`src/hdl/rsseq_pkg.sv`:
```
/*
  Constants, state type and slot helper functions for the regulator
  start-up sequencer. Assumes a 25 MHz system clock.
*/
package rsseq_pkg;

  // regulator index order in every packed slot vector
  localparam int NUM_REG = 7;
  localparam int SLOT_W = 3;
  localparam int SLOTS_W = NUM_REG * SLOT_W;
  localparam int REG_BUCK_ONE = 0;
  localparam int REG_BUCK_TWO = 1;
  localparam int REG_BUCK_THREE = 2;
  localparam int REG_LINEAR_ONE = 3;
  localparam int REG_LINEAR_TWO = 4;
  localparam int REG_LINEAR_THREE = 5;
  localparam int REG_MEM_REF = 6;

  // timing, printed figures and derived cycle counts
  localparam real CLK_KHZ = 25000.0;
  localparam real T_BACKUP_DLY_MS = 0.6;
  localparam real T_SLOT_FAST_MS = 0.5;
  localparam real T_SLOT_SLOW_MS = 2.0;
  localparam real T_RESET_DLY_MS = 2.0;
  localparam real T_DOWN_GAP_MS = 2.0;
  localparam real T_RAMP_STEP_US = 4.0;
  localparam int BACKUP_DLY_CYC = int'($ceil(T_BACKUP_DLY_MS * CLK_KHZ));
  localparam int SLOT_FAST_CYC = int'($ceil(T_SLOT_FAST_MS * CLK_KHZ));
  localparam int SLOT_SLOW_CYC = int'($ceil(T_SLOT_SLOW_MS * CLK_KHZ));
  localparam int RESET_DLY_CYC = int'($ceil(T_RESET_DLY_MS * CLK_KHZ));
  localparam int DOWN_GAP_CYC = int'($ceil(T_DOWN_GAP_MS * CLK_KHZ));
  localparam int RAMP_STEP_CYC =
    int'($ceil(T_RAMP_STEP_US * CLK_KHZ / 1000.0));
  localparam int TMR_W = 16;

  // register port
  localparam int ADDR_W = 8;
  localparam int DATA_W = 32;
  localparam logic [ADDR_W-1:0] ADDR_CTRL = 8'h00;
  localparam logic [ADDR_W-1:0] ADDR_STATUS = 8'h04;
  localparam logic [ADDR_W-1:0] ADDR_UP_SLOTS = 8'h08;
  localparam logic [ADDR_W-1:0] ADDR_DN_SLOTS = 8'h0c;
  localparam logic [ADDR_W-1:0] ADDR_TARGET = 8'h10;
  localparam logic [ADDR_W-1:0] ADDR_RAMP_ONE = 8'h14;
  localparam logic [ADDR_W-1:0] ADDR_RAMP_TWO = 8'h18;

  // control and status fields
  localparam int CTRL_PERIOD_BIT = 0;
  localparam int CTRL_UP_BIT = 1;
  localparam int CTRL_DOWN_BIT = 2;
  localparam int STAT_EN_LSB = 0;
  localparam int STAT_BACKUP_BIT = 8;
  localparam int STAT_RESET_BIT = 9;
  localparam int STAT_UP_PEND_BIT = 10;
  localparam int STAT_DN_PEND_BIT = 11;
  localparam int STAT_STATE_LSB = 12;
  localparam int STAT_SLOT_LSB = 16;

  // reset values
  localparam int ADDR7_W = 7;
  localparam int CODE_W = 6;
  localparam logic [SLOTS_W-1:0] UP_SLOTS_REF = 21'h0c_a29c;
  localparam logic [ADDR7_W-1:0] TARGET_ADDR_RST = 7'h08;
  localparam logic [CODE_W-1:0] RAMP_CODE_RST = 6'h00;
  localparam logic [SLOT_W-1:0] SLOT_NONE = 3'h0;
  localparam logic [SLOT_W-1:0] SLOT_FIRST = 3'h1;

  typedef enum logic [2:0] {
    ST_NO_INPUT,
    ST_BACKUP_WAIT,
    ST_OFF,
    ST_UP,
    ST_RESET_WAIT,
    ST_RUN,
    ST_DOWN
  } rsseq_state_e;

  // highest slot value used by any regulator
  function automatic logic [SLOT_W-1:0] slot_max(
    input logic [SLOTS_W-1:0] slots
  );
    logic [SLOT_W-1:0] m;
    m = SLOT_NONE;
    for (int i = 0; i < NUM_REG; i++) begin
      if (slots[i*SLOT_W +: SLOT_W] > m) begin
        m = slots[i*SLOT_W +: SLOT_W];
      end
    end
    return m;
  endfunction : slot_max

  // regulators whose slot equals the given value
  function automatic logic [NUM_REG-1:0] slot_mask(
    input logic [SLOTS_W-1:0] slots,
    input logic [SLOT_W-1:0] value
  );
    logic [NUM_REG-1:0] m;
    m = '0;
    for (int i = 0; i < NUM_REG; i++) begin
      m[i] = (slots[i*SLOT_W +: SLOT_W] == value);
    end
    return m;
  endfunction : slot_mask

endpackage : rsseq_pkg

```
`src/hdl/rsseq_timer.sv`:
```
/*
  One-shot down counter: a load pulse starts it, expire pulses once
  when the loaded count has elapsed. Assumes one clock and sync reset.
*/
`timescale 1ns/1ps
module rsseq_timer
  import rsseq_pkg::*;
#(
  parameter int CNT_W = TMR_W
) (
  // clock and reset
  input wire logic clk_sys,
  input wire logic srst,
  // control
  input wire logic load,
  input wire logic [CNT_W-1:0] load_val,
  // event
  output logic expire
);

  typedef struct packed {
    logic [CNT_W-1:0] cnt;
    logic run;
    logic expire;
  } rsseq_tmr_s;

  rsseq_tmr_s st;
  rsseq_tmr_s next_st;

  always_comb begin
    next_st = st;
    next_st.expire = 1'b0;
    if (load) begin
      next_st.cnt = load_val;
      next_st.run = 1'b1;
    end else if (st.run) begin
      // expire lands load_val cycles after the load edge
      if (st.cnt <= CNT_W'(1)) begin
        next_st.run = 1'b0;
        next_st.expire = 1'b1;
      end else begin
        next_st.cnt = st.cnt - CNT_W'(1);
      end
    end
  end

  always_ff @(posedge clk_sys) begin
    if (srst) begin
      st <= '0;
    end else begin
      st <= next_st;
    end
  end

  assign expire = st.expire;

endmodule : rsseq_timer

```
`src/hdl/rsseq_ramp.sv`:
```
/*
  Output-voltage ramp for one buck: the code moves one step (one
  12.5 mV increment) toward the target every STEP_CYC clocks.
  Assumes one clock and sync reset.
*/
`timescale 1ns/1ps
module rsseq_ramp
  import rsseq_pkg::*;
#(
  parameter int W = CODE_W,
  parameter int STEP_CYC = RAMP_STEP_CYC
) (
  // clock and reset
  input wire logic clk_sys,
  input wire logic srst,
  // target
  input wire logic [W-1:0] target,
  // ramped output
  output logic [W-1:0] code,
  output logic busy
);

  localparam int TICK_W = $clog2(STEP_CYC + 1);

  typedef struct packed {
    logic [W-1:0] code;
    logic [TICK_W-1:0] tick;
  } rsseq_ramp_s;

  rsseq_ramp_s st;
  rsseq_ramp_s next_st;

  always_comb begin
    next_st = st;
    if (st.code == target) begin
      next_st.tick = '0;
    end else if (st.tick == TICK_W'(STEP_CYC - 1)) begin
      next_st.tick = '0;
      if (target > st.code) begin
        next_st.code = st.code + W'(1);
      end else begin
        next_st.code = st.code - W'(1);
      end
    end else begin
      next_st.tick = st.tick + TICK_W'(1);
    end
  end

  always_ff @(posedge clk_sys) begin
    if (srst) begin
      st <= '{code: RAMP_CODE_RST, tick: '0};
    end else begin
      st <= next_st;
    end
  end

  assign code = st.code;
  assign busy = (st.code != target);

endmodule : rsseq_ramp

```
`src/hdl/rsseq_top.sv`:
```
/*
  Regulator start-up sequencer: backup supply turn-on, slotted power-up
  of seven regulators, processor reset release, reverse power-down and
  buck voltage ramps, with a simple register port.
  Assumes clk_sys at 25 MHz, srst synchronous active high, and inputs
  synchronous to clk_sys.
*/
`timescale 1ns/1ps
module rsseq_top
  import rsseq_pkg::*;
#(
  parameter int BACKUP_DELAY = BACKUP_DLY_CYC,
  parameter int SLOT_FAST = SLOT_FAST_CYC,
  parameter int SLOT_SLOW = SLOT_SLOW_CYC,
  parameter int RESET_RELEASE_DELAY = RESET_DLY_CYC,
  parameter int DOWN_GAP = DOWN_GAP_CYC,
  parameter int RAMP_STEP = RAMP_STEP_CYC,
  parameter logic [SLOTS_W-1:0] STARTUP_SLOTS = UP_SLOTS_REF
) (
  // clock and reset
  input wire logic clk_sys,
  input wire logic srst,
  // supply input monitor
  input wire logic input_valid,
  // register port
  input wire logic [ADDR_W-1:0] addr,
  input wire logic [DATA_W-1:0] wr_data,
  input wire logic wr_en,
  input wire logic rd_en,
  output logic [DATA_W-1:0] rd_data,
  // supplies and reset toward the processor
  output logic backup_supply_out,
  output logic [NUM_REG-1:0] reg_enable,
  output logic processor_reset_out_n,
  // buck voltage codes and bus address
  output logic [CODE_W-1:0] buck_one_vcode,
  output logic [CODE_W-1:0] buck_two_vcode,
  output logic [ADDR7_W-1:0] target_address
);

  typedef struct packed {
    rsseq_state_e state;
    logic [SLOT_W-1:0] slot;
    logic [NUM_REG-1:0] en;
    logic backup;
    logic rst_n;
    logic period_sel;
    logic up_pend;
    logic dn_pend;
    logic [SLOTS_W-1:0] dn_slots;
    logic [ADDR7_W-1:0] tgt_addr;
    logic [CODE_W-1:0] ramp_one;
    logic [CODE_W-1:0] ramp_two;
    logic [DATA_W-1:0] rdata;
  } rsseq_top_s;

  rsseq_top_s st;
  rsseq_top_s next_st;

  logic tmr_load;
  logic [TMR_W-1:0] tmr_val;
  logic tmr_expire;
  logic ramp_one_busy;
  logic ramp_two_busy;
  logic [CODE_W-1:0] vcode_one;
  logic [CODE_W-1:0] vcode_two;
  logic [SLOT_W-1:0] up_last;
  logic [SLOT_W-1:0] dn_last;
  logic [TMR_W-1:0] slot_gap;
  logic [DATA_W-1:0] rd_mux;

  // last start-up slot and last shutdown slot in use
  assign up_last = slot_max(STARTUP_SLOTS);
  assign dn_last = slot_max(st.dn_slots);
  assign slot_gap = st.period_sel ? TMR_W'(SLOT_SLOW)
                                  : TMR_W'(SLOT_FAST);

  rsseq_timer #(
    .CNT_W(TMR_W)
  ) u_timer (
    .clk_sys(clk_sys),
    .srst(srst),
    .load(tmr_load),
    .load_val(tmr_val),
    .expire(tmr_expire)
  );

  rsseq_ramp #(
    .W(CODE_W),
    .STEP_CYC(RAMP_STEP)
  ) u_ramp_one (
    .clk_sys(clk_sys),
    .srst(srst),
    .target(st.ramp_one),
    .code(vcode_one),
    .busy(ramp_one_busy)
  );

  rsseq_ramp #(
    .W(CODE_W),
    .STEP_CYC(RAMP_STEP)
  ) u_ramp_two (
    .clk_sys(clk_sys),
    .srst(srst),
    .target(st.ramp_two),
    .code(vcode_two),
    .busy(ramp_two_busy)
  );

  // read multiplexer, unmapped addresses read zero
  always_comb begin
    rd_mux = '0;
    case (addr)
      ADDR_CTRL: begin
        rd_mux[CTRL_PERIOD_BIT] = st.period_sel;
        rd_mux[CTRL_UP_BIT] = st.up_pend;
        rd_mux[CTRL_DOWN_BIT] = st.dn_pend;
      end
      ADDR_STATUS: begin
        rd_mux[STAT_EN_LSB +: NUM_REG] = st.en;
        rd_mux[STAT_BACKUP_BIT] = st.backup;
        rd_mux[STAT_RESET_BIT] = st.rst_n;
        rd_mux[STAT_UP_PEND_BIT] = ramp_one_busy;
        rd_mux[STAT_DN_PEND_BIT] = ramp_two_busy;
        rd_mux[STAT_STATE_LSB +: 3] = st.state;
        rd_mux[STAT_SLOT_LSB +: SLOT_W] = st.slot;
      end
      ADDR_UP_SLOTS: begin
        rd_mux[SLOTS_W-1:0] = STARTUP_SLOTS;
      end
      ADDR_DN_SLOTS: begin
        rd_mux[SLOTS_W-1:0] = st.dn_slots;
      end
      ADDR_TARGET: begin
        rd_mux[ADDR7_W-1:0] = st.tgt_addr;
      end
      ADDR_RAMP_ONE: begin
        rd_mux[CODE_W-1:0] = vcode_one;
      end
      ADDR_RAMP_TWO: begin
        rd_mux[CODE_W-1:0] = vcode_two;
      end
      default: begin
        rd_mux = '0;
      end
    endcase
  end

  always_comb begin
    next_st = st;
    tmr_load = 1'b0;
    tmr_val = slot_gap;
    next_st.rdata = rd_en ? rd_mux : '0;

    // register writes; requests stay pending until taken, except up requests written in ST_UP to ST_RUN, which are dropped
    if (wr_en) begin
      case (addr)
        ADDR_CTRL: begin
          next_st.period_sel = wr_data[CTRL_PERIOD_BIT];
          if (wr_data[CTRL_UP_BIT]) begin
            next_st.up_pend = 1'b1;
          end
          if (wr_data[CTRL_DOWN_BIT]) begin
            next_st.dn_pend = 1'b1;
          end
        end
        ADDR_DN_SLOTS: begin
          next_st.dn_slots = wr_data[SLOTS_W-1:0];
        end
        ADDR_TARGET: begin
          next_st.tgt_addr = wr_data[ADDR7_W-1:0];
        end
        ADDR_RAMP_ONE: begin
          next_st.ramp_one = wr_data[CODE_W-1:0];
        end
        ADDR_RAMP_TWO: begin
          next_st.ramp_two = wr_data[CODE_W-1:0];
        end
        default: begin
        end
      endcase
    end

    case (st.state)
      ST_NO_INPUT: begin
        if (input_valid) begin
          tmr_load = 1'b1;
          tmr_val = TMR_W'(BACKUP_DELAY);
          next_st.state = ST_BACKUP_WAIT;
        end
      end
      ST_BACKUP_WAIT: begin
        if (tmr_expire) begin
          next_st.backup = 1'b1;
          next_st.state = ST_OFF;
        end
      end
      ST_OFF: begin
        // power-up only after the backup supply is on
        if (st.up_pend) begin
          next_st.up_pend = 1'b0;
          next_st.rst_n = 1'b0;
          next_st.slot = SLOT_FIRST;
          // slot-zero regulators never match a started slot
          next_st.en = st.en | slot_mask(STARTUP_SLOTS, SLOT_FIRST);
          tmr_load = 1'b1;
          if (up_last <= SLOT_FIRST) begin
            tmr_val = TMR_W'(RESET_RELEASE_DELAY);
            next_st.state = ST_RESET_WAIT;
          end else begin
            tmr_val = slot_gap;
            next_st.state = ST_UP;
          end
        end
      end
      ST_UP: begin
        if (tmr_expire) begin
          next_st.slot = st.slot + SLOT_FIRST;
          next_st.en = st.en |
            slot_mask(STARTUP_SLOTS, st.slot + SLOT_FIRST);
          tmr_load = 1'b1;
          if (st.slot + SLOT_FIRST >= up_last) begin
            tmr_val = TMR_W'(RESET_RELEASE_DELAY);
            next_st.state = ST_RESET_WAIT;
          end else begin
            tmr_val = slot_gap;
          end
        end
      end
      ST_RESET_WAIT: begin
        if (tmr_expire) begin
          next_st.rst_n = 1'b1;
          next_st.up_pend = 1'b0;
          next_st.state = ST_RUN;
        end
      end
      ST_RUN: begin
        next_st.up_pend = 1'b0;
        if (st.dn_pend) begin
          next_st.dn_pend = 1'b0;
          next_st.rst_n = 1'b0;
          if (dn_last == SLOT_NONE) begin
            next_st.en = '0;
            next_st.slot = SLOT_NONE;
            next_st.state = ST_OFF;
          end else begin
            next_st.slot = dn_last;
            next_st.en = st.en & ~slot_mask(st.dn_slots, dn_last);
            tmr_load = 1'b1;
            tmr_val = TMR_W'(DOWN_GAP);
            next_st.state = ST_DOWN;
          end
        end
      end
      ST_DOWN: begin
        if (tmr_expire) begin
          next_st.slot = st.slot - SLOT_FIRST;
          if (st.slot == SLOT_FIRST) begin
            // slot-zero leftovers go with the last step
            next_st.en = '0;
            next_st.state = ST_OFF;
          end else begin
            next_st.en = st.en &
              ~slot_mask(st.dn_slots, st.slot - SLOT_FIRST);
            tmr_load = 1'b1;
            tmr_val = TMR_W'(DOWN_GAP);
          end
        end
      end
      default: begin
        next_st.state = ST_NO_INPUT;
      end
    endcase

    // losing the input drops the enables, backup supply, reset and pending requests at once
    if (!input_valid) begin
      next_st.state = ST_NO_INPUT;
      next_st.en = '0;
      next_st.backup = 1'b0;
      next_st.rst_n = 1'b0;
      next_st.slot = SLOT_NONE;
      next_st.up_pend = 1'b0;
      next_st.dn_pend = 1'b0;
    end
  end

  always_ff @(posedge clk_sys) begin
    if (srst) begin
      st <= '{
        state: ST_NO_INPUT,
        slot: SLOT_NONE,
        en: '0,
        backup: 1'b0,
        rst_n: 1'b0,
        period_sel: 1'b0,
        up_pend: 1'b0,
        dn_pend: 1'b0,
        dn_slots: STARTUP_SLOTS,
        tgt_addr: TARGET_ADDR_RST,
        ramp_one: RAMP_CODE_RST,
        ramp_two: RAMP_CODE_RST,
        rdata: '0
      };
    end else begin
      st <= next_st;
    end
  end

  assign rd_data = st.rdata;
  assign backup_supply_out = st.backup;
  assign reg_enable = st.en;
  assign processor_reset_out_n = st.rst_n;
  assign buck_one_vcode = vcode_one;
  assign buck_two_vcode = vcode_two;
  assign target_address = st.tgt_addr;

endmodule : rsseq_top

```
`config.mk`:
```
export PLATFORM = sky130hd
export DESIGN_NAME = rsseq_top
export DESIGN_NICKNAME = d
export VERILOG_FILES = /design/src/hdl/rsseq_pkg.sv /design/src/hdl/rsseq_timer.sv /design/src/hdl/rsseq_ramp.sv /design/src/hdl/rsseq_top.sv
export SDC_FILE = /design/constraint.sdc
export NUM_CORES = 1
export LEC_CHECK = 0
export ABC_AREA = 1
export BUFFER_PORTS_ARGS = -buffer_cell sky130_fd_sc_hd__buf_4
export CORE_ASPECT_RATIO = 2
export CORE_MARGIN = 3
export CORE_UTILIZATION = 45
export CTS_CLUSTER_SIZE = 25
export DETAILED_ROUTE_END_ITERATION = 12
export PLACE_DENSITY_LB_ADDON = 0.15
export SLEW_MARGIN = 0
export SYNTH_ARGS = -nofsm -noshare
export SYNTH_HDL_FRONTEND = slang
export SYNTH_SLANG_ARGS = --single-unit
```
`constraint.sdc`:
```
create_clock -name clk_sys -period 10.74 [get_ports clk_sys]
set_input_delay 2.148 -clock clk_sys [delete_from_list [all_inputs] [get_ports clk_sys]]
set_output_delay 2.148 -clock clk_sys [all_outputs]
set_load 0.05 [all_outputs]
```
Word-level counts from Yosys, hierarchy flattened
Cells that the tools add are included.
{"block": "classes", "addsub": 9, "magnitude_cmp": 11, "n_eq_ne": 46, "n_mux": 67, "bitwise": 11, "n_reduce_logical": 25}
{"operator": "2-to-1 mux 16 bit", "count": 9}
{"operator": "2-to-1 mux 13 bit", "count": 5}
{"operator": "one-hot mux 16 bit (4 select lines)", "count": 1}
{"operator": "== test 3 bit", "count": 14}
{"operator": "2-to-1 mux 42 bit", "count": 1}
{"operator": "one-hot mux 3 bit (7 select lines)", "count": 2}
{"operator": "one-hot mux 10 bit (4 select lines)", "count": 1}
{"operator": "2-to-1 mux 3 bit", "count": 11}
{"operator": "== test 8 x 5 -> 1 bit, second input constant", "count": 3}
{"operator": "2-to-1 mux 6 bit", "count": 4}
{"operator": "2-to-1 mux 21 bit", "count": 1}
{"operator": "one-hot mux 7 bit (3 select lines)", "count": 1}
{"operator": "> comparator 3 bit", "count": 6}
{"operator": "2-to-1 mux 18 bit", "count": 1}
{"operator": "one-hot mux 3 bit (6 select lines)", "count": 1}
{"operator": "AND reduction 2 bit", "count": 9}
{"operator": "2-to-1 mux 17 bit", "count": 1}
{"operator": "== test 8 x 4 -> 1 bit, second input constant", "count": 2}
{"operator": "less-or-equal comparator 16 x 1 -> 1 bit, second input constant", "count": 1}
{"operator": "2-to-1 mux 1 bit", "count": 16}
{"operator": "subtractor 16 x 1 -> 16 bit, second input constant", "count": 1}
{"operator": "adder 7 x 1 -> 7 bit, second input constant", "count": 2}
{"operator": "bitwise AND 7 bit", "count": 2}
{"operator": "== test 7 bit, second input constant", "count": 2}
{"operator": "38 further kinds", "count": 72}
{"block": "word_totals", "register_bits": 134, "out_inout_bits": 60}

Depth between registers and ports, before layout
{"block": "depth", "word_depth": 20, "mapped_depth": 58}

Hierarchy
From an unflattened synthesis, not the netlist that was laid out.
{"block": "hier_totals", "hier_cells": 1265, "hier_area_um2": 8749.6}
{"mod": "rsseq_top", "instances": 1, "cells_each": 810, "area_each_um2": 5621.6}
{"mod": "rsseq_ramp", "instances": 2, "cells_each": 126, "area_each_um2": 963.4}
{"mod": "rsseq_timer", "instances": 1, "cells_each": 203, "area_each_um2": 1201.2}

Least setup slack after synthesis
Ideal clock, no wire load.
{"block": "synth_path", "path_kind": "register to register", "start": "register st[53] (netlist name)", "end": "register u_timer.st[14] (netlist name)", "setup_time_ns": 0.118, "arrival_time_ns": 6.217, "slack_ns": 4.405, "path_stages_with_launch": 56, "cell_sequence": "dfxtp_1 -> inv_1 -> ha_1 -> a21oi_2 -> nand2_2 -> nand2_1 -> nand2_1 -> nand2_1 -> inv_1 -> ha_1 -> nand2_1 -> o21ai_4 -> nand2_1 -> nand3_1 -> nand2_1 -> ha_1 -> nand2_1 -> nor2_2 -> [20 not listed] -> nand3_1 -> and2_1 -> ha_1 -> a31oi_1 -> nand2_1 -> inv_1 -> a31oi_1 -> inv_1 -> nand3_4 -> nand2_8 -> nand3_4 -> nand2_4 -> nand2_4 -> inv_6 -> nand2_4 -> buf_6 -> o21ai_1 -> a21oi_1"}
{"block": "synth_between", "elab_chain_cells": 20, "elab_cells_between_ends": 25, "cone_classes": "order compare: 7; eq/ne: 1; mux: 14; reduce/logical: 3"}
{"element": "start, declared", "line_no": "rsseq_top.sv:57", "source": "rsseq_top_s st;"}
{"element": "start signal, assigned", "line_no": "rsseq_top.sv:289", "source": "st <= '{"}
{"element": "start signal, assigned", "line_no": "rsseq_top.sv:305", "source": "st <= next_st;"}
{"element": "> comparator 3 x 1 -> 1 bit", "line_no": "rsseq_pkg.sv:85", "source": "if (slots[i*SLOT_W +: SLOT_W] > m) begin"}
{"element": "2-to-1 mux 3 bit *", "line_no": "rsseq_pkg.sv:85"}
{"element": "> comparator 3 bit", "line_no": "rsseq_pkg.sv:85"}
{"element": "2-to-1 mux 3 bit *", "line_no": "rsseq_pkg.sv:85"}
{"element": "> comparator 3 bit", "line_no": "rsseq_pkg.sv:85"}
{"element": "2-to-1 mux 3 bit *", "line_no": "rsseq_pkg.sv:85"}
{"element": "> comparator 3 bit", "line_no": "rsseq_pkg.sv:85"}
{"element": "2-to-1 mux 3 bit *", "line_no": "rsseq_pkg.sv:85"}
{"element": "[4 not listed]"}
{"element": "> comparator 3 bit", "line_no": "rsseq_pkg.sv:85"}
{"element": "2-to-1 mux 3 bit *", "line_no": "rsseq_pkg.sv:85"}
{"element": "logical NOT 3 bit *", "line_no": "rsseq_top.sv:242", "source": "if (dn_last == SLOT_NONE) begin"}
{"element": "2-to-1 mux 1 bit", "line_no": "rsseq_top.sv:242"}
{"element": "2-to-1 mux 1 bit", "line_no": "rsseq_top.sv:239", "source": "if (st.dn_pend) begin"}
{"element": "one-hot mux 1 bit (5 select lines)", "line_no": "rsseq_top.sv:184", "source": "case (st.state)"}
{"element": "!= test 2 bit (no source line) / nonzero test 2 bit (equally long branches)"}
{"element": "AND reduction 2 bit (no source line)"}
{"element": "end signal, assigned", "line_no": "rsseq_timer.sv:51", "source": "st <= next_st;"}
{"element": "end, declared", "line_no": "rsseq_timer.sv:27", "source": "rsseq_tmr_s st;"}
Every way passes the cells marked *; elsewhere a longest branch is shown, timed or not.
A chain may end at the register's enable or synchronous reset.

Final worst setup path
{"block": "layout_path", "start": "register st[53] (netlist name)", "end": "register u_timer.st[13] (netlist name)"}
The elaborated chain is that of the path after synthesis.

==> metrics.log <==
INFO  metric run_status = completed
INFO  metric clock_tree.htree_level_count = 4
INFO  metric worst_pin_slew = 773 ps
INFO  metric worst_path_largest_cell_delay = 370 ps
INFO  metric max_slew_margin_vs_limit = 0.483
INFO  metric ys_seq_area_frac = 0.306
INFO  metric routedWlPerCell = 16.5 µm
INFO  metric drt_iter0_drc = 377
INFO  metric dp_hpwl = 17800 µm
INFO  metric syn_avg_cell_area = 7.17 µm²
INFO  metric async_flop_share = 0
INFO  metric route.detailed.vias_per_inst = 5.36
INFO  metric route.met2.wl = 12100 µm
INFO  metric finish.utilization = 0.518
INFO  metric ys.warnings.count = 0
INFO  metric layout-drive-gt1-share = 0.146
INFO  metric synth_top_area_share = 0.306
INFO  metric ws_path_type = reg -> reg
INFO  metric area_of_the_core_region = 0.0174 mm²
INFO  metric timing.fmax = 132 MHz
INFO  metric finalMaxSlewViolations = 0
INFO  metric design.final.nets = 1248
INFO  metric ios = 105
INFO  metric number_of_failing_hold_endpoints_at_the_final_stage = 0
INFO  metric clock_insertion_delay_worst_skew = 420 ps
INFO  metric synth_most_common_cell = nand2_1
INFO  metric cell_area_synth = 0.00805 mm²
INFO  metric drt_wirelength = 22800 µm
INFO  metric cts_sinks = 123
INFO  metric post-cts-setup-buffers = 0
INFO  metric area_delta_synth_final = 12.2%
INFO  metric grt.overflow.total = 0
INFO  metric total_leakage_power = 0.00397 µW
INFO  metric ctsRootBufferMaster = clkbuf_16
INFO  metric cts-root-to-sink-buffers = 2
INFO  metric postSynthCellCount = 1122
INFO  metric antenna-diode-count = 0
INFO  metric timing.clock.skew = 7.52 ps
INFO  metric synth_common_cells = nand2_1 (188), inv_1 (152), dfxtp_1 (123)
INFO  metric antenna_found_initial = 0
INFO  metric wl_met1 = 8500 µm
INFO  metric top_layer_used = met4
INFO  metric finalPower = 1300 µW
INFO  metric first_global_vias = 7298
INFO  metric routed-wl-met3 = 883 µm
INFO  metric cp.arrival = 7910 ps
INFO  metric critical_path.slowest_cell = dfxtp_1
INFO  metric die_h = 195 µm
INFO  metric pin_count_of_the_biggest_net_entering_global_routing = 69
INFO  metric unrepaired_setup_endpoints_after_global_routing = false
INFO  metric cap_violations = 0
INFO  metric detail-route-antenna-nets = 0
INFO  metric critPathMaxFanout = 16
INFO  metric netSwitchingFraction = 0.297
INFO  metric cts_tree = yes
INFO  metric netSwitchingPower = 385 µW
INFO  metric hold_buffers = 0
INFO  metric crit_path_end_kind = register
INFO  metric synth.lib_cells_used.distinct = 56
INFO  metric power_report.internal_total = 911 µW
INFO  metric timing.final.crit_period = 7550 ps
INFO  metric combinationalPowerShare = 0.166
INFO  metric required = 11090 ps
INFO  metric ir_worst_vdd = 0.0786 mV
INFO  metric timing.critical_path.from_type = register
INFO  metric worst_hold_path_type = reg -> reg
INFO  metric pwr-share-clk = 0.457
INFO  metric floorplan.rows = 68
INFO  metric port_buffers = 82
INFO  metric design.die.area = 0.0196 mm²
INFO  metric total_clock_buffers_created_by_cts = 17
INFO  metric ctsResizeCount = 0
INFO  metric routed-via-count = 7374
INFO  metric finalSetupViolCount = 0
INFO  metric die_w = 101 µm
INFO  metric synth_largest_area_cell = dfxtp_1
INFO  metric crit_path_frequent_cell = nand2_1
INFO  metric number_of_storage_elements_in_the_synthesis_netlist = 123
INFO  metric gp_congestion = 0.949
INFO  metric timing.final.crit_share = 0.703
INFO  metric starting_utilization_of_the_core_area = 0.461
INFO  metric post-route-drc-count = 0
INFO  metric ys_top_cells_by_area = dfxtp_1 (31%), nand2_1 (8.8%), ha_1 (7.5%), inv_1 (7.1%), a21oi_1 (5.8%)
INFO  metric firstDrtPassIters = 5
INFO  metric grt_first_pass_wirelength = 36700 µm
INFO  metric timing.setup.tns = 0 ps
INFO  metric ys.flop_type = dfxtp_1
INFO  metric seqPwrFrac = 0.377
INFO  metric power_density = 144 mW/mm²
INFO  metric cts.reportedPaths.clkPinSlew = 60 ps
INFO  metric synth-edff-count = 0
INFO  metric gr-usage-all-layers = 0.238
-- state kept, by name, summed over array words and instances (netlist names) --
register               flops
st                        42
rd_data                   21
u_timer.st                17
reg_enable                 7
target_address             7
u_ramp_one.st              7
u_ramp_two.st              7
u_ramp_one.code            6
u_ramp_two.code            6
backup_supply_out          1
processor_reset_out_n      1
u_timer.expire             1
-- cell usage in the layout, fill, tap and decap left out, types with 7 or more instances in the layout --
cell,synthesis,layout
a21oi_1,93,93
buf_4,59,84
clkbuf_16,0,17
conb_1,1,11
dfxtp_1,123,123
ha_1,48,48
inv_1,152,151
nand2_1,188,188
nand3_1,61,61
nand3_2,9,9
nor2_1,96,96
nor3_1,24,24
o211ai_1,10,10
o21ai_0,70,70
o21ai_1,7,7
o21ai_2,10,10
o22ai_1,10,10
xnor2_1,13,13
xor2_1,43,43
-- metal layers --
| metal | track usage | vias to the layer above |
|---|---|---|
| met2 | 0.430 | 213 |
| met5 | 0 | - |
| met3 | 0.0400 | 76 |
| li1 | - | 3684 |
| met4 | 0.145 | 0 |
| met1 | 0.249 | 3401 |
-- worst max-delay path: cells and delay by family, from the launching register on --
family | cells | cell delay, ps
simple gates | 34 | 3540
compound gates | 6 | 900
fa+ha+maj | 6 | 1790
buf+inv | 8 | 860
flops | 1 | 370
-- power groups by stage --
stage | Sequential (µW) | Clock (µW) | Combinational [µW]
2_1_floorplan | 493 | 0 | 175
4_1_cts | 488 | 602 | 217
5_1_grt | 490 | 620 | 242
3_5_place_dp | 498 | 0 | 216
3_3_place_gp | 498 | 0 | 214
6_report | 488 | 592 | 215
-- metrics by stage --
step | std cells | cell area (µm²) | worst slack, ps | hold slack, ps
CTS | 1376 | 9030 | 3120 | 450
global route | 1376 | 9030 | 2500 | 464
floorplan | 1132 | 8080 | 4400 | 418
detailed placement | 1344 | 8420 | 3150 | 442
finish | 1376 | 9030 | 3190 | 448
global placement | 1344 | 8420 | 3270 | 434
-- cell families after synthesis --
logic type               count (synthesis)  share of synthesized area
adder cells (fa/ha/maj)                 50                     0.0796
AND/OR/NAND/NOR                        418                      0.239
buffers and inverters                  240                      0.143
AO/OA/AOI/OAI                          234                      0.170
flip-flops                             123                      0.306
other                                    1                   0.000466
XOR/XNOR                                56                     0.0610
-- path summary, 6_finish.rpt --
kind	from	to	slack (ps)	cells after the start
max	st[53]$_SDFFE_PP1P_	u_timer.st[13]$_SDFFE_PP0P_	3190	54
min	st[37]$_SDFFE_PP0P_	st[37]$_SDFFE_PP0P_	450	2
min reg2reg	st[37]$_SDFFE_PP0P_	st[37]$_SDFFE_PP0P_	450	2
max reg2reg	st[53]$_SDFFE_PP1P_	u_timer.st[13]$_SDFFE_PP0P_	3190	54
-- cell type report --
class / count / area [µm²]
clock buffer: 18 / 429
clock inverter: 14 / 173
fill: 1750 / 8420
inverter: 158 / 598
multi-input combinational: 769 / 4470
sequential: 123 / 2460
tap: 210 / 263
timing repair buffer: 84 / 631
Note: power is estimated with default switching activity, not from simulation.
